==> src/pppc_defines.svh <==
`ifndef PPPC_DEFINES_SVH
`define PPPC_DEFINES_SVH

// host command code and reset image of the option register
`define PPPC_CMD_CODE          8'h31
`define PPPC_OPT_RESET         16'h00B7
// bits the host stores; the two cycle status bits are hardware-owned
`define PPPC_HOST_RW_MASK      16'hF3FF

// field positions inside the option register
`define PPPC_DEG_MSB           15
`define PPPC_DEG_LSB           14
`define PPPC_TRIG_IIN_BIT      13
`define PPPC_TRIG_VSYS_BIT     12
`define PPPC_OVLD_BIT          11
`define PPPC_RELAX_BIT         10
`define PPPC_TMAX_MSB          9
`define PPPC_TMAX_LSB          8
`define PPPC_EXT_LIMIT_BIT     7
`define PPPC_MON_DIR_BIT       6
`define PPPC_LSW_OCP_BIT       5
`define PPPC_FIXED_OCP_BIT     4
`define PPPC_ACOC_EN_BIT       3
`define PPPC_ACOC_RATIO_BIT    2
`define PPPC_BATOC_EN_BIT      1
`define PPPC_BATOC_RATIO_BIT   0

// clock rate used to turn times into cycle counts
`define PPPC_CLK_MHZ           50
`define PPPC_US_PER_MS         1000
`define PPPC_US_PER_S          1000000

// overload deglitch times per select code
`define PPPC_DEG_SEL0_MS       1
`define PPPC_DEG_SEL1_MS       2
`define PPPC_DEG_SEL2_MS       5
`define PPPC_DEG_SEL3_MS       10
// overload and relax cycle times per select code
`define PPPC_TMAX_SEL0_MS      20
`define PPPC_TMAX_SEL1_MS      40
`define PPPC_TMAX_SEL2_MS      80
`define PPPC_TMAX_SEL3_S       1
// configurable input overcurrent blank-out and restart deglitch
`define PPPC_BLANK_US          250
`define PPPC_RESTART_MS        250

// switch and fixed input overcurrent thresholds in mV
`define PPPC_LSW_THR0_MV       10'h0D2
`define PPPC_LSW_THR1_MV       10'h096
`define PPPC_FIX_THR00_MV      10'h118
`define PPPC_FIX_THR01_MV      10'h0C8
`define PPPC_FIX_THR10_MV      10'h096
`define PPPC_FIX_THR11_MV      10'h064
// overcurrent ratios in percent of the reference level
`define PPPC_RATIO_LOW_PCT     133
`define PPPC_RATIO_HIGH_PCT    200
`define PPPC_PCT_BASE          100

`endif

==> src/pppc_pkg.sv <==
package pppc_pkg;

    // peak power sequencer states
    typedef enum logic [1:0] {
        peak_idle,
        peak_overload,
        peak_relax
    } pppc_peak_state_type;

endpackage : pppc_pkg

==> src/pppc_cycle_timer.sv <==
`timescale 1ns/1ns

module pppc_cycle_timer
    import pppc_pkg::*;
#(
    parameter int TW = 26
) (
    input  logic          clk,
    input  logic          rst_b,
    input  logic          ce,
    input  logic          start,
    input  logic          stop,
    input  logic [TW-1:0] length,
    output logic          expired
);

    logic [TW-1:0] cnt_ff;

    // start wins over stop so a new cycle is never dropped
    always_ff @(posedge clk or negedge rst_b) begin
        if (!rst_b) begin
            cnt_ff <= '0;
        end else if (ce) begin
            if (start) begin
                cnt_ff <= length;
            end else if (stop) begin
                cnt_ff <= '0;
            end else if (cnt_ff != '0) begin
                cnt_ff <= cnt_ff - TW'(1);
            end
        end
    end

    // last cycle of the loaded length; kept free of start and stop
    // so the sequencer sees no combinational loop
    assign expired = ce && (cnt_ff == TW'(1));

endmodule : pppc_cycle_timer

==> src/pppc_deglitch.sv <==
`timescale 1ns/1ns

module pppc_deglitch
    import pppc_pkg::*;
#(
    parameter int TW = 26
) (
    input  logic          clk,
    input  logic          rst_b,
    input  logic          ce,
    input  logic          raw,
    input  logic [TW-1:0] rise_cycles,
    input  logic [TW-1:0] fall_cycles,
    output logic          filtered_ff
);

    logic [TW-1:0] cnt_ff;
    logic [TW-1:0] target;
    logic [TW-1:0] cnt_inc;

    // separate rise and fall delays; a zero delay acts as one cycle
    assign target  = raw ? rise_cycles : fall_cycles;
    assign cnt_inc = cnt_ff + TW'(1);

    // any bounce back to the filtered level restarts the count
    always_ff @(posedge clk or negedge rst_b) begin
        if (!rst_b) begin
            filtered_ff <= 1'b0;
            cnt_ff      <= '0;
        end else if (ce) begin
            if (raw == filtered_ff) begin
                cnt_ff <= '0;
            end else if (cnt_inc >= target) begin
                filtered_ff <= raw;
                cnt_ff      <= '0;
            end else begin
                cnt_ff <= cnt_inc;
            end
        end
    end

endmodule : pppc_deglitch

==> src/pppc_options.sv <==
`timescale 1ns/1ns
`include "pppc_defines.svh"

module pppc_options
    import pppc_pkg::*;
#(
    parameter int CW          = 8,
    parameter int TW          = 26,
    parameter int DEG_CYC_0   = `PPPC_DEG_SEL0_MS * `PPPC_US_PER_MS
                                * `PPPC_CLK_MHZ,
    parameter int DEG_CYC_1   = `PPPC_DEG_SEL1_MS * `PPPC_US_PER_MS
                                * `PPPC_CLK_MHZ,
    parameter int DEG_CYC_2   = `PPPC_DEG_SEL2_MS * `PPPC_US_PER_MS
                                * `PPPC_CLK_MHZ,
    parameter int DEG_CYC_3   = `PPPC_DEG_SEL3_MS * `PPPC_US_PER_MS
                                * `PPPC_CLK_MHZ,
    parameter int TMAX_CYC_0  = `PPPC_TMAX_SEL0_MS * `PPPC_US_PER_MS
                                * `PPPC_CLK_MHZ,
    parameter int TMAX_CYC_1  = `PPPC_TMAX_SEL1_MS * `PPPC_US_PER_MS
                                * `PPPC_CLK_MHZ,
    parameter int TMAX_CYC_2  = `PPPC_TMAX_SEL2_MS * `PPPC_US_PER_MS
                                * `PPPC_CLK_MHZ,
    parameter int TMAX_CYC_3  = `PPPC_TMAX_SEL3_S * `PPPC_US_PER_S
                                * `PPPC_CLK_MHZ,
    parameter int BLANK_CYC   = `PPPC_BLANK_US * `PPPC_CLK_MHZ,
    parameter int RESTART_CYC = `PPPC_RESTART_MS * `PPPC_US_PER_MS
                                * `PPPC_CLK_MHZ
) (
    input  logic          clk,
    input  logic          rst_b,
    input  logic          ce,
    input  logic          cmd_write,
    input  logic          cmd_read,
    input  logic [7:0]    cmd_code,
    input  logic [15:0]   cmd_wdata,
    output logic [15:0]   cmd_rdata_ff,
    output logic          cmd_rvalid_ff,
    input  logic          adapter_present,
    input  logic          input_overshoot,
    input  logic          system_undershoot,
    input  logic [CW-1:0] input_limit_register,
    input  logic [CW-1:0] external_limit_pin,
    output logic [CW-1:0] input_limit_eff_ff,
    input  logic [CW-1:0] charge_current,
    input  logic [CW-1:0] discharge_current,
    output logic [CW-1:0] battery_current_monitor_out_ff,
    input  logic [9:0]    low_switch_vds_mv,
    input  logic [9:0]    input_sense_mv,
    input  logic          input_sense_resistor_select,
    input  logic [CW-1:0] input_current,
    input  logic [CW-1:0] second_input_limit_level,
    input  logic [CW-1:0] second_discharge_threshold,
    output logic          low_switch_overcurrent_ff,
    output logic          converter_enable_ff,
    output logic          overload_cycle_flag_ff,
    output logic          relax_cycle_flag_ff
);

    // pick one of four cycle counts by a two-bit select code
    function automatic logic [TW-1:0] pick4(
        input logic [1:0] sel,
        input int         c0,
        input int         c1,
        input int         c2,
        input int         c3
    );
        case (sel)
            2'h0:    return TW'(c0);
            2'h1:    return TW'(c1);
            2'h2:    return TW'(c2);
            default: return TW'(c3);
        endcase
    endfunction : pick4

    // percentage of a reference level; two extra bits hold 200%
    function automatic logic [CW+1:0] ratio_thr(
        input logic [CW-1:0] level,
        input logic          high_sel
    );
        logic [CW+7:0] wide;
        logic [CW+7:0] pct;
        wide = {8'h00, level};
        pct  = high_sel ? (CW+8)'(`PPPC_RATIO_HIGH_PCT)
                        : (CW+8)'(`PPPC_RATIO_LOW_PCT);
        wide = (wide * pct) / (CW+8)'(`PPPC_PCT_BASE);
        return wide[CW+1:0];
    endfunction : ratio_thr

    pppc_peak_state_type state_ff;
    pppc_peak_state_type nxt_state;
    logic [15:0]         opt_ff;
    logic [15:0]         nxt_opt;
    logic [15:0]         read_word;
    logic                wr_hit;
    logic                rd_hit;
    logic                any_en;
    logic                trig_raw;
    logic                trig_ok;
    logic                cyc_start;
    logic                cyc_stop;
    logic                cyc_done;
    logic                host_exit_ovl;
    logic                host_exit_rlx;
    logic [TW-1:0]       deg_cyc;
    logic [TW-1:0]       tmax_cyc;
    logic [CW-1:0]       nxt_limit;
    logic [9:0]          lsw_thr;
    logic [9:0]          fixed_thr;
    logic                fixed_trip;
    logic [CW+1:0]       acoc_thr;
    logic                acoc_raw;
    logic                acoc_filt;
    logic                acoc_off;
    logic [CW+1:0]       batoc_thr;
    logic                batoc_trip;
    logic [9:0]          wdata_low;

    // command decode; other command codes belong to other registers
    assign wr_hit    = cmd_write && (cmd_code == `PPPC_CMD_CODE);
    assign rd_hit    = cmd_read && (cmd_code == `PPPC_CMD_CODE);
    assign wdata_low = cmd_wdata[9:0];

    // host image of the options; adapter removal overrides a host set
    always_comb begin
        nxt_opt = opt_ff;
        if (wr_hit) begin
            nxt_opt = cmd_wdata & `PPPC_HOST_RW_MASK;
        end
        if (!adapter_present) begin
            nxt_opt[`PPPC_TRIG_IIN_BIT]  = 1'b0;
            nxt_opt[`PPPC_TRIG_VSYS_BIT] = 1'b0;
        end
    end

    // option storage, reset image gives all documented defaults
    always_ff @(posedge clk or negedge rst_b) begin
        if (!rst_b) begin
            opt_ff <= `PPPC_OPT_RESET;
        end else if (ce) begin
            opt_ff <= nxt_opt;
        end
    end

    // read image merges the live cycle flags into the status bits
    always_comb begin
        read_word                 = opt_ff;
        read_word[`PPPC_OVLD_BIT]  = overload_cycle_flag_ff;
        read_word[`PPPC_RELAX_BIT] = relax_cycle_flag_ff;
    end

    // read answer one cycle after the request, valid for one cycle
    always_ff @(posedge clk or negedge rst_b) begin
        if (!rst_b) begin
            cmd_rdata_ff  <= 16'h0000;
            cmd_rvalid_ff <= 1'b0;
        end else if (ce) begin
            cmd_rvalid_ff <= rd_hit;
            if (rd_hit) begin
                cmd_rdata_ff <= read_word;
            end
        end
    end

    // trigger sources, each gated by its own enable bit
    assign any_en   = opt_ff[`PPPC_TRIG_IIN_BIT] ||
                      opt_ff[`PPPC_TRIG_VSYS_BIT];
    assign trig_raw = (opt_ff[`PPPC_TRIG_IIN_BIT] && input_overshoot) ||
                      (opt_ff[`PPPC_TRIG_VSYS_BIT] && system_undershoot);
    assign deg_cyc  = pick4(opt_ff[`PPPC_DEG_MSB:`PPPC_DEG_LSB],
                            DEG_CYC_0, DEG_CYC_1,
                            DEG_CYC_2, DEG_CYC_3);
    assign tmax_cyc = pick4(opt_ff[`PPPC_TMAX_MSB:`PPPC_TMAX_LSB],
                            TMAX_CYC_0, TMAX_CYC_1,
                            TMAX_CYC_2, TMAX_CYC_3);

    // overload must persist for the deglitch time; release is immediate
    pppc_deglitch #(
        .TW          (TW)
    ) u_trig_deglitch (
        .clk         (clk),
        .rst_b       (rst_b),
        .ce          (ce),
        .raw         (trig_raw),
        .rise_cycles (deg_cyc),
        .fall_cycles (TW'(1)),
        .filtered_ff (trig_ok)
    );

    // one timer shared by overload and relax cycles
    pppc_cycle_timer #(
        .TW      (TW)
    ) u_cycle_timer (
        .clk     (clk),
        .rst_b   (rst_b),
        .ce      (ce),
        .start   (cyc_start),
        .stop    (cyc_stop),
        .length  (tmax_cyc),
        .expired (cyc_done)
    );

    assign host_exit_ovl = wr_hit && !cmd_wdata[`PPPC_OVLD_BIT];
    assign host_exit_rlx = wr_hit && !cmd_wdata[`PPPC_RELAX_BIT];
    assign cyc_stop      = (nxt_state == peak_idle);

    // sequencer: cycle expiry is checked before the host exit so that
    // entry into the next cycle wins over a clear in the same cycle
    always_comb begin
        nxt_state = state_ff;
        cyc_start = 1'b0;
        case (state_ff)
            peak_idle: begin
                if (trig_ok) begin
                    nxt_state = peak_overload;
                    cyc_start = 1'b1;
                end
            end
            peak_overload: begin
                if (cyc_done) begin
                    nxt_state = peak_relax;
                    cyc_start = 1'b1;
                end else if (host_exit_ovl) begin
                    nxt_state = peak_idle;
                end
            end
            peak_relax: begin
                if (cyc_done && trig_ok) begin
                    nxt_state = peak_overload;
                    cyc_start = 1'b1;
                end else if (cyc_done || host_exit_rlx) begin
                    nxt_state = peak_idle;
                end
            end
            default: begin
                nxt_state = peak_idle;
            end
        endcase
        if (!any_en) begin
            nxt_state = peak_idle;
            cyc_start = 1'b0;
        end
    end

    // state and its flags move together
    always_ff @(posedge clk or negedge rst_b) begin
        if (!rst_b) begin
            state_ff               <= peak_idle;
            overload_cycle_flag_ff <= 1'b0;
            relax_cycle_flag_ff    <= 1'b0;
        end else if (ce) begin
            state_ff               <= nxt_state;
            overload_cycle_flag_ff <= (nxt_state == peak_overload);
            relax_cycle_flag_ff    <= (nxt_state == peak_relax);
        end
    end

    // input limit source and monitor direction
    assign nxt_limit = (opt_ff[`PPPC_EXT_LIMIT_BIT] &&
                        (external_limit_pin < input_limit_register))
                       ? external_limit_pin : input_limit_register;

    always_ff @(posedge clk or negedge rst_b) begin
        if (!rst_b) begin
            input_limit_eff_ff             <= '0;
            battery_current_monitor_out_ff <= '0;
        end else if (ce) begin
            input_limit_eff_ff             <= nxt_limit;
            battery_current_monitor_out_ff <= opt_ff[`PPPC_MON_DIR_BIT]
                ? charge_current : discharge_current;
        end
    end

    // overcurrent thresholds; the fixed one also follows sense resistor
    assign lsw_thr = opt_ff[`PPPC_LSW_OCP_BIT] ? `PPPC_LSW_THR1_MV
                                               : `PPPC_LSW_THR0_MV;
    always_comb begin
        case ({opt_ff[`PPPC_FIXED_OCP_BIT], input_sense_resistor_select})
            2'h0:    fixed_thr = `PPPC_FIX_THR00_MV;
            2'h1:    fixed_thr = `PPPC_FIX_THR01_MV;
            2'h2:    fixed_thr = `PPPC_FIX_THR10_MV;
            default: fixed_thr = `PPPC_FIX_THR11_MV;
        endcase
    end
    assign fixed_trip = input_sense_mv > fixed_thr;
    assign acoc_thr   = ratio_thr(second_input_limit_level,
                                  opt_ff[`PPPC_ACOC_RATIO_BIT]);
    assign acoc_raw   = opt_ff[`PPPC_ACOC_EN_BIT] &&
                        ({2'b00, input_current} > acoc_thr);
    assign batoc_thr  = ratio_thr(second_discharge_threshold,
                                  opt_ff[`PPPC_BATOC_RATIO_BIT]);
    assign batoc_trip = opt_ff[`PPPC_BATOC_EN_BIT] &&
                        ({2'b00, discharge_current} > batoc_thr);

    // blank-out on the way in, long deglitch on the way out
    pppc_deglitch #(
        .TW          (TW)
    ) u_acoc_deglitch (
        .clk         (clk),
        .rst_b       (rst_b),
        .ce          (ce),
        .raw         (acoc_raw),
        .rise_cycles (TW'(BLANK_CYC)),
        .fall_cycles (TW'(RESTART_CYC)),
        .filtered_ff (acoc_filt)
    );
    // clearing the enable releases the converter without the long wait
    assign acoc_off = opt_ff[`PPPC_ACOC_EN_BIT] && acoc_filt;

    // none of the faults latch: the enable follows the comparators
    always_ff @(posedge clk or negedge rst_b) begin
        if (!rst_b) begin
            low_switch_overcurrent_ff <= 1'b0;
            converter_enable_ff       <= 1'b0;
        end else if (ce) begin
            low_switch_overcurrent_ff <= low_switch_vds_mv > lsw_thr;
            converter_enable_ff <= !(fixed_trip || acoc_off ||
                                     batoc_trip);
        end
    end

    property p_off_when_disabled;
        @(posedge clk) disable iff (!rst_b)
        (ce && !any_en) |=> (state_ff == peak_idle);
    endproperty
    a_off_when_disabled: assert property (p_off_when_disabled)
        else $error("peak mode left active with both triggers off");

    property p_adapter_clear;
        @(posedge clk) disable iff (!rst_b)
        (ce && !adapter_present) |=>
            !opt_ff[`PPPC_TRIG_IIN_BIT] && !opt_ff[`PPPC_TRIG_VSYS_BIT];
    endproperty
    a_adapter_clear: assert property (p_adapter_clear)
        else $error("trigger enables kept after adapter removal");

    property p_enter_overload;
        @(posedge clk) disable iff (!rst_b)
        (ce && state_ff == peak_idle && any_en && trig_ok) |=>
            overload_cycle_flag_ff && !relax_cycle_flag_ff;
    endproperty
    a_enter_overload: assert property (p_enter_overload)
        else $error("no overload entry on qualified trigger");

    property p_host_exit_ovl;
        @(posedge clk) disable iff (!rst_b)
        (ce && overload_cycle_flag_ff && host_exit_ovl) |=>
            !overload_cycle_flag_ff;
    endproperty
    a_host_exit_ovl: assert property (p_host_exit_ovl)
        else $error("overload cycle not ended by host write of zero");

    property p_host_exit_rlx;
        @(posedge clk) disable iff (!rst_b)
        (ce && relax_cycle_flag_ff && host_exit_rlx) |=>
            !relax_cycle_flag_ff;
    endproperty
    a_host_exit_rlx: assert property (p_host_exit_rlx)
        else $error("relax cycle not ended by host write of zero");

    property p_alternate;
        @(posedge clk) disable iff (!rst_b)
        (ce && state_ff == peak_overload && cyc_done && any_en) |=>
            relax_cycle_flag_ff && !overload_cycle_flag_ff;
    endproperty
    a_alternate: assert property (p_alternate)
        else $error("overload expiry did not start a relax cycle");

    property p_register_limit;
        @(posedge clk) disable iff (!rst_b)
        (ce && !opt_ff[`PPPC_EXT_LIMIT_BIT]) |=>
            (input_limit_eff_ff == $past(input_limit_register));
    endproperty
    a_register_limit: assert property (p_register_limit)
        else $error("limit not taken from the register alone");

    property p_monitor_charge;
        @(posedge clk) disable iff (!rst_b)
        (ce && opt_ff[`PPPC_MON_DIR_BIT]) |=>
            (battery_current_monitor_out_ff == $past(charge_current));
    endproperty
    a_monitor_charge: assert property (p_monitor_charge)
        else $error("monitor not showing charge current");

    property p_fixed_stop;
        @(posedge clk) disable iff (!rst_b)
        (ce && (fixed_trip || acoc_off)) |=> !converter_enable_ff;
    endproperty
    a_fixed_stop: assert property (p_fixed_stop)
        else $error("converter running during input overcurrent");

    property p_batoc_stop;
        @(posedge clk) disable iff (!rst_b)
        (ce && opt_ff[`PPPC_BATOC_EN_BIT] &&
         ({2'b00, discharge_current} > batoc_thr)) |=> !converter_enable_ff;
    endproperty
    a_batoc_stop: assert property (p_batoc_stop)
        else $error("converter running during discharge overcurrent");

    property p_write_read;
        @(posedge clk) disable iff (!rst_b)
        (ce && wr_hit ##1 ce && rd_hit) |=>
            cmd_rvalid_ff && (cmd_rdata_ff[9:0] == $past(wdata_low, 2));
    endproperty
    a_write_read: assert property (p_write_read)
        else $error("read back differs from the written settings");

endmodule : pppc_options

==> config.mk <==
export PLATFORM = sky130hd
export DESIGN_NAME = pppc_options
export DESIGN_NICKNAME = d
export VERILOG_FILES = /design/src/pppc_pkg.sv /design/src/pppc_cycle_timer.sv /design/src/pppc_deglitch.sv /design/src/pppc_options.sv
export VERILOG_INCLUDE_DIRS = /design/src /design/src/src
export SDC_FILE = /design/constraint.sdc
export NUM_CORES = 1
export LEC_CHECK = 0
export BUFFER_PORTS_ARGS = -buffer_cell sky130_fd_sc_hd__buf_2
export CELL_PAD_IN_SITES_DETAIL_PLACEMENT = 1
export CELL_PAD_IN_SITES_GLOBAL_PLACEMENT = 1
export CORE_AREA = 4 4 178 180
export CTS_BUF_LIST = sky130_fd_sc_hd__clkbuf_16
export CTS_CLUSTER_SIZE = 16
export DETAILED_ROUTE_END_ITERATION = 10
export DIE_AREA = 0 0 182 184
export GPL_ROUTABILITY_DRIVEN = 0
export PLACE_DENSITY = 0.95
export SYNTH_ARGS = -nofsm -noshare
export SYNTH_HDL_FRONTEND = slang
export SYNTH_SLANG_ARGS = --single-unit
==> constraint.sdc <==
create_clock -name clk -period 28.8 [get_ports clk]
set_clock_uncertainty 0.1 [all_clocks]
set_input_delay 7.2 -clock clk [delete_from_list [all_inputs] [get_ports clk]]
set_output_delay 7.2 -clock clk [all_outputs]
set_load 0.03 [all_outputs]
# Word-level counts from Yosys, hierarchy flattened
# Cells that the tools add are included.
totals:
  register_bits: 133
  latch_bits: 0
  ram_bits: 0
  romBits: 0
  input_bits: 109
  out_inout_bits: 37
  elab_cells: 111
  mem_count: 0
classes:
  add_sub_neg: 3
  mul: 2
  div: 2
  magnitude_cmp: 7
  n_eq_ne: 15
  shift: 0
  muxes: 31
  bitwise_logic: 2
  reduce_logical: 33
op_table:
  columns: ["operator", "count"]
  rows:
  - ["$mux W26", 7]
  - ["$pmux W26 S3", 1]
  - ["$pmux W19 S3", 1]
  - ["$add A26 B1 Y26 const B", 2]
  - ["$ge A26 B26 Y1", 2]
  - ["$div A16 B7 Y16 const B", 2]
  - ["$mul A8 B8 Y16", 2]
  - ["$pmux W9 S3", 1]
  - ["$eq A26 B1 Y1 const B", 1]
  - ["$reduce_bool A26 Y1", 1]
  - ["$sub A26 B1 Y26 const B", 1]
  - ["$mux W24", 1]
  - ["$mux W7", 3]
  - ["$gt A8 B10 Y1", 2]
  - ["$mux W19", 1]
  - ["$mux W8", 2]
  - ["$mux W14", 1]
  - ["$mux W2", 7]
  - ["$logic_and A1 B1 Y1", 12]
  - ["$eq A2 B1 Y1 const B", 5]
  - ["$eq A2 B2 Y1 const B", 5]
  - ["$gt A10 B10 Y1", 1]
  - ["$gt A10 B8 Y1", 1]
  - ["$logic_not A2 Y1", 5]
  - ["13 further kinds", 28]

# Logic depth before layout (Yosys ltp)
# Gate-level depths: netlist of the first run.
depth:
  word_depth: 11
  mapped_depth: 66
  mapped_depth_nobuf: 60

# Modules after synthesis
# Synthesis of the first run repeated with hierarchy kept, for this count alone.
unflattened:
  hier_cells: 1880
  hier_area_um2: 16275.6
by_module_without_submodules:
  columns: ["module", "n_inst", "cells_per_inst", "area_each_um2", "seq_area_each_um2"]
  rows:
  - ["pppc_options", 1, 1117, 9367.7, 1333.8]
  - ["pppc_deglitch", 2, 276, 2570.0, 675.6]
  - ["pppc_cycle_timer", 1, 211, 1767.9, 650.6]

# Least setup slack after synthesis of the first run
# OpenSTA, ideal clock, no wires.
synth_timing:
  path_kind: "input port to flip-flop"
  startpoint: "input second_input_limit_level[2]"
  endpoint: "register u_acoc_deglitch.cnt_ff[16]"
  setup_time_ps: 96
  t_arrival_ps: 19240
  t_required_ps: 28604
  slack_ps: 9364
  path_stages: 60
  path_buffers: 4
  cell_sequence: "and2_1 -> ha_1 -> inv_1 -> fa_1 -> inv_1 -> fa_1 -> fa_1 -> ha_1 -> nor4_1 -> o21a_2 -> nor3_1 -> or3_4 -> buf_2 -> a31oi_1 -> mux2i_1 -> nor3b_4 -> mux2_2 -> and2_1 -> [... 24 more ...] -> nor2_1 -> and3_1 -> inv_1 -> ha_1 -> a21o_1 -> a21oi_1 -> nor2b_1 -> o21ai_0 -> nand3_1 -> a21o_1 -> a21oi_1 -> nor3_1 -> nor3_1 -> o21ai_0 -> or3_1 -> clkbuf_1 -> clkbuf_1 -> o31ai_1"
synth_between:
  elab_chain_len: 8
  word_cells_on_any_way: 9
  cone_classes: "mul: 1; div: 1; order compare: 2; eq/ne: 1; mux: 3; reduce/logical: 1"
synth_rtl:
  columns: ["element", "line_no", "text"]
  rows:
  - ["start: declaration", "pppc_options.sv:51", "input logic [CW-1:0] second_input_limit_level,"]
  - ["$mul A8 B8 Y16 *", "pppc_options.sv:85", "wide = (wide * pct) / (CW+8)'(`PPPC_PCT_BASE);"]
  - ["$div A16 B7 Y16 *", "pppc_options.sv:85", null]
  - ["$gt A8 B10 Y1 *", "pppc_options.sv:288", "({2'b00, input_current} > acoc_thr);"]
  - ["$logic_and A1 B1 Y1 *", "pppc_options.sv:287", "assign acoc_raw = opt_ff[`PPPC_ACOC_EN_BIT] &&"]
  - ["via acoc_raw", "pppc_options.sv:111", "logic acoc_raw;"]
  - ["$mux W24", "pppc_deglitch.sv:22", "assign target = raw ? rise_cycles : fall_cycles;"]
  - ["$ge A26 B26 Y1", "pppc_deglitch.sv:33", "end else if (cnt_inc >= target) begin"]
  - ["$mux W26", "pppc_deglitch.sv:33", null]
  - ["$mux W26 *", "pppc_deglitch.sv:31", "if (raw == filtered_ff) begin"]
  - ["end signal: assignment", "pppc_deglitch.sv:37", "cnt_ff <= cnt_inc;"]
  - ["end: declaration", "pppc_deglitch.sv:17", "logic [TW-1:0] cnt_ff;"]
# The timed path passes the listed nets; every way through them passes the cells marked *.
# A chain may end at the register's enable or synchronous reset.

# Final worst setup path of the first run
layout_timing:
  startpoint: "input second_input_limit_level[2]"
  endpoint: "register u_acoc_deglitch.cnt_ff[8]"
# Same word-level chain as after synthesis.

==> results of run 1 <==
logic make-up after synthesis:
kind of cell,after synthesis,synth area share [%]
fa+ha+maj,202,18.2
simple gates,651,22.2
mux,41,2.92
xor+xnor,83,4.98
buf+inv,197,5.14
compound gates,526,24.2
other cells,2,0.0504
flops,133,22.4
state kept, by name (all words and copies together) (netlist names), 2 cells and up:
signal and flops:
state_ff 2, u_acoc_deglitch.cnt_ff 26, input_limit_eff_ff 8, u_cycle_timer.cnt_ff 26
opt_ff 14, battery_current_monitor_out_ff 8, cmd_rdata_ff 16, u_trig_deglitch.cnt_ff 26
through the flow:
step / worst slack, ns / instance area [sq um] / cells / hold WS, ns / utilization (%)
finish: 6.37 / 16500 / 2353 / 0.388 / 54.7
global route: 5.32 / 16500 / 2353 / 0.415 / 54.7
CTS: 6.80 / 16500 / 2353 / 0.396 / 54.7
detailed placement: 6.68 / 15900 / 2321 / 0.375 / 52.8
global placement: 7.92 / 15900 / 2321 / 0.352 / 52.8
floorplan: 9.36 / 15000 / 1847 / 0.343 / -
Yosys cell counts, types with 24 or more instances:
cell type  instances
nand2b_1          37
ha_1             170
fa_1              26
nand2_1          143
dfrtp_1          127
nand4_1           42
clkbuf_1          50
nor2_1           142
mux2i_1           24
nand3_1           57
inv_1            123
nor2b_1           39
a21o_1            24
nor3_1            54
a21oi_1           97
o21ai_0          147
xnor2_1           60
and2_1            36
worst paths after layout:
path / startpoint / to / slack (ns) / cells past startpoint
worst max-delay path: second_input_limit_level[2] / u_acoc_deglitch.cnt_ff[8]$_DFFE_PN0P_ / 6.37 / 59
worst min-delay path: cmd_rdata_ff[5]$_DFFE_PN0P_ / cmd_rdata_ff[5]$_DFFE_PN0P_ / 0.39 / 2
worst max register to register: opt_ff[2]$_DFFE_PN1P_ / u_acoc_deglitch.cnt_ff[8]$_DFFE_PN0P_ / 12.62 / 58
worst min register to register: cmd_rdata_ff[5]$_DFFE_PN0P_ / cmd_rdata_ff[5]$_DFFE_PN0P_ / 0.39 / 2
max in group asynchronous: rst_b / opt_ff[13]$_DFFE_PN0P_ / 20.50 / 2
min in group asynchronous: rst_b / cmd_rvalid_ff$_DFFE_PN0P_ / 6.65 / 1
tightest hold or removal path, cell delays in order, from the launching register on:
cell and delay [ns]:
dfrtp_1 0.34, nand2_1 0.04, o21ai_0 0.06
area by class of cell:
cell class              instances  area share [%]
flip-flops and latches        133            20.2
multi-input cells            1517            65.8
clock inverters                15           0.894
well taps                     396            3.00
clock buffers                  17            2.58
repair buffers                151            4.72
inverters                     124            2.82
routing by layer:
metal | track usage, % | up-vias
met5 | 0 | -
met4 | 13.8 | 0
met3 | 4.91 | 201
met2 | 53.6 | 633
met1 | 35.6 | 7561
li1 | - | 6913
==> summary.md, run 1 <==
| Metric | Value |
|---|---|
| Status | complete, no violations |
| Hold WC Path Type | reg -> reg |
| CTS H-tree depth | 4 |
| Post-synth top area cell | dfrtp_1 |
| FF+latch count, synth | 133 |
| Largest net degree at the start of global routing | 76 |
| Setup bufs post-CTS | 0 |
| Vias/cell | 6.51 |
| Dominant synthesized flop cell | dfrtp_1 |
| Yosys warning total | 0 |
| CP arrival | 22.67 ns |
| Yosys top cell area share | 21.3% |
| Fin crit period | 22.43 ns |
| Cell mode on critical path | o21ai_0 |
| CTS Hold Bufs | 0 |
| Starting Density | 49.4% |
| Final setup violation count | 0 |
| Gr usage total | 30.1% |
| Nets | 2,249 |
| Max-slew violation total from the final report | 0 |
| Die H | 184 um |
| CP startpoint kind | input pin |
| Register area share after synthesis | 22.4% |
| Final Hold Vio Count | 0 |
| First-pass GRT wire length | 84,200 um |
| Commonest cells after routing, fill and taps aside | ha_1, o21ai_0, nand2_1, buf_2, nor2_1 |
| Clock-pin slew on the worst setup and hold paths | 0.08 ns |
| Die Area | 33,500 sq um |
| Setup CP Type | in -> reg |
| Setup TNS | 0 ns |
| Fill count | 3,648 |
| WL met1 | 20,500 um |
| Final period utilization | 77.9% |
| Max clock buf depth | 2 |
| RSZ-0062 raised after global routing | no |
| FF+latch area | 3340 sq um |
| Ys async rst share | 100% |
| Post-DRT Antenna Nets | 0 |
| Number of global-route vias before repair | 16.4k |
| Area grow syn2layout | 10.8% |
| Number of library cell types mapped by synthesis | 104 |
| Total Wirelength | 51,300 um |
| Root Driver | clkbuf_16 |
| Routed WL per cell | 21.8 um |
| Antenna Cells | 0 |
| Fmax | 44.6 MHz |
| Port-buffer cells | 145 |
| TritonCTS clock tree | built |
| Max FO, Critical Path | 31 |
| Top sig layer | met4 |
| Synthesized instance count | 1,835 |
| Area of the multi-input gates | 10,900 sq um |
| Top delay family on crit path | compound AO/OA/AOI/OAI gates |
| Crit-path max cell delay | 0.79 ns |
| Worst-Margin Slew | 1.01 ns |
| Initial antenna violation count | 0 |
| DR WL met3 | 2880 um |
| Met2 WL post-DR | 25,600 um |
| Drc violations | 0 |
| WP data required | 29.04 ns |
| Synthesized area per cell | 8.12 sq um |
| Post-synth EDFFs | 0 |
| # IOs | 146 |
| Grt ovf | 0 |
| Post-Synthesis Cell Area | 14,900 sq um |
| Router iterations before antenna repair | 5 |
| DPL Wire Length | 36,400 um |
| Initial DRC Count | 1,112 |
| Worst path buffer plus inverter count | 5 |
| Most common cell after layout, fill and taps aside | ha_1 |
| Critical path endpoint category | flop |
| Slowest stage cell, crit path | or3_1 |
| Worst-skew pair later-pin latency | 0.45 ns |
| Clock sinks | 133 |
| Max-cap violations | 0 |
| Chip Width | 182 um |
| CTS resizes | 0 |
| Layout cells sized above 1 | 13.5% |
| CTS Buf Count | 17 |
| Vias | 15.3k |
| Slew headroom | 32.2% |
| # rows | 64 |
| Main area contributors after synthesis | dfrtp_1, ha_1, o21ai_0, nand2_1, nor2_1 |
| Core ar. | 30,200 sq um |
Power of run 1 is not shown: default switching activity piles up to over one toggle a cycle in this logic, so the estimate is an artifact.
==> run 2: changes to the inputs <==
Settings changed: CORE_AREA 4 4 178 180 to 4 4 186 188, DIE_AREA 0 0 182 184 to 0 0 190 192, PLACE_DENSITY 0.95 to 0.91.
Clock period 28.8 ns to 23.3 ns, I/O delays scaled along.
==> run 2 against run 1 <==
  * Via count fell by 5.0%
  * Wire length fell by 8.6%
  * Design area rose by 0.62%
==> summary.md, run 2 (synthesis results as in run 1) <==
| Metric | Value |
|---|---|
| Fin crit period | 20.21 ns |
| Largest net degree at the start of global routing | 82 |
| Area grow syn2layout | 11.5% |
| CTS resizes | 0 |
| Max-cap violations | 0 |
| CP arrival | 20.42 ns |
| Vias | 14.5k |
| Port-buffer cells | 145 |
| Max-slew violation total from the final report | 0 |
| RSZ-0062 raised after global routing | no |
| Slowest stage cell, crit path | xnor2_1 |
| Hold WC Path Type | reg -> reg |
| GR Layer Usage met3 | 4.42% |
| Chip Width | 190 um |
| Nets | 2,250 |
| Root Driver | clkbuf_16 |
| Max FO, Critical Path | 31 |
| WHS | 0.393 ns |
| # rows | 67 |
| Post-route cell area | 16,600 sq um |
| Met1 global-route usage | 30.0% |
| Router iterations before antenna repair | 7 |
| Setup TNS | 0 ns |
| Layout cells sized above 1 | 13.4% |
| Cell mode on critical path | o21ai_0 |
| WP data required | 23.51 ns |
| Vias/cell | 6.04 |
| Clock-pin slew on the worst setup and hold paths | 0.06 ns |
| FF+latch area | 3340 sq um |
| Final non-filler cell total | 2,407 |
| Slew headroom | 28.7% |
| Setup bufs post-CTS | 0 |
| Gr usage total | 25.5% |
| # IOs | 146 |
| Number of global-route vias before repair | 15.8k |
| Grt ovf | 0 |
| Clock sinks | 133 |
| Crit-path max cell delay | 0.80 ns |
| Fmax | 49.5 MHz |
| Worst-Margin Slew | 1.07 ns |
| Routed WL per cell | 19.5 um |
| Setup CP Type | in -> reg |
| CTS Hold Bufs | 0 |
| Total Wirelength | 46,900 um |
| Drc violations | 0 |
| GRT met2 Usage | 46.7% |
| Placed cell areas | 16,000 sq um |
| Worst-skew pair later-pin latency | 0.43 ns |
| Status | complete, no violations |
| TritonCTS clock tree | built |
| Die H | 192 um |
| First-pass GRT wire length | 77,700 um |
| Post-DRT Antenna Nets | 0 |
| GRT Max-Usage Layer | met2 |
| Area of the multi-input gates | 10,900 sq um |
| Final setup violation count | 0 |
| Largest registers | u_acoc_deglitch.cnt_ff (26), u_cycle_timer.cnt_ff (26), u_trig_deglitch.cnt_ff (26) |
| Final Hold Vio Count | 0 |
| Reg-to-reg slack, setup | 7.94 ns |
| CTS H-tree depth | 4 |
| Critical path endpoint category | flop |
| Initial DRC Count | 980 |
| Starting Density | 45.0% |
| Placed Cells | 2,374 |
| Commonest cells after routing, fill and taps aside | ha_1, o21ai_0, nand2_1, buf_2, nor2_1 |
| Fill count | 4,062 |
| Most common cell after layout, fill and taps aside | ha_1 |
| Max clock buf depth | 2 |
| CP startpoint kind | input pin |
| CTS Buf Count | 17 |
| DPL Wire Length | 35,700 um |
| Initial antenna violation count | 1 |
| Die Area | 36,500 sq um |
| Final period utilization | 86.7% |
| Core ar. | 33,100 sq um |
-- run 2: cell types whose count changed in the layout (fill, tap and decap cells not counted), moves of 2 or more --
| cell | change |
|---|---|
| inv_6 | -2 |
| inv_1 | +2 |
| bufinv_16 | +3 |
| inv_8 | -3 |
| clkinv_2 | +2 |
-- run 2: critical path, delay by kind of cell --
kind	cells	cell delay, ns
AND/OR/NAND/NOR	20	4.45
AO/OA/AOI/OAI	25	5.55
adder cells (fa/ha/maj)	7	2.72
XOR/XNOR	2	1.28
buffers and inverters	5	0.52
-- run 2: cell type report --
type,instances,share of cell area (%)
Multi-Input combinational cell,1517,65.3
Sequential cell,133,20.1
Timing Repair Buffer,152,4.73
Tap cell,448,3.37
Inverter,124,2.80
Clock buffer,17,2.56
Clock inverter,15,1.13
Antenna cell,1,0.0151
-- run 2: worst paths after layout --
| check | start | end | cells past startpoint |
|---|---|---|---|
| worst max-delay path | second_input_limit_level[2] | u_acoc_deglitch.cnt_ff[8]$_DFFE_PN0P_ | 59 |
| worst min-delay path | cmd_rdata_ff[14]$_DFFE_PN0P_ | cmd_rdata_ff[14]$_DFFE_PN0P_ | 2 |
| worst max register to register | opt_ff[2]$_DFFE_PN1P_ | u_acoc_deglitch.cnt_ff[8]$_DFFE_PN0P_ | 58 |
| worst min register to register | cmd_rdata_ff[14]$_DFFE_PN0P_ | cmd_rdata_ff[14]$_DFFE_PN0P_ | 2 |
| max in group asynchronous | rst_b | u_cycle_timer.cnt_ff[15]$_DFFE_PN0P_ | 2 |
| min in group asynchronous | rst_b | cmd_rdata_ff[7]$_DFFE_PN0P_ | 1 |
-- run 2: metrics by stage --
step | worst slack, ns | util, %
2_1_floorplan | 5.24 | -
3_3_place_gp | 3.76 | 48.3
3_5_place_dp | 2.78 | 48.3
4_1_cts | 3.18 | 50.2
5_1_grt | 1.81 | 50.2
6_report | 3.09 | 50.2
-- run 2: routing by layer --
layer	part of all wire, %	vias to the layer above	routed length (um)
li1	-	6916	-
met3	4.3	93	2020
met2	51	352	23900
met4	2.9	0	1370
met5	0	-	0
met1	42	7178	19600
Power of run 2 is left out for the same reason.
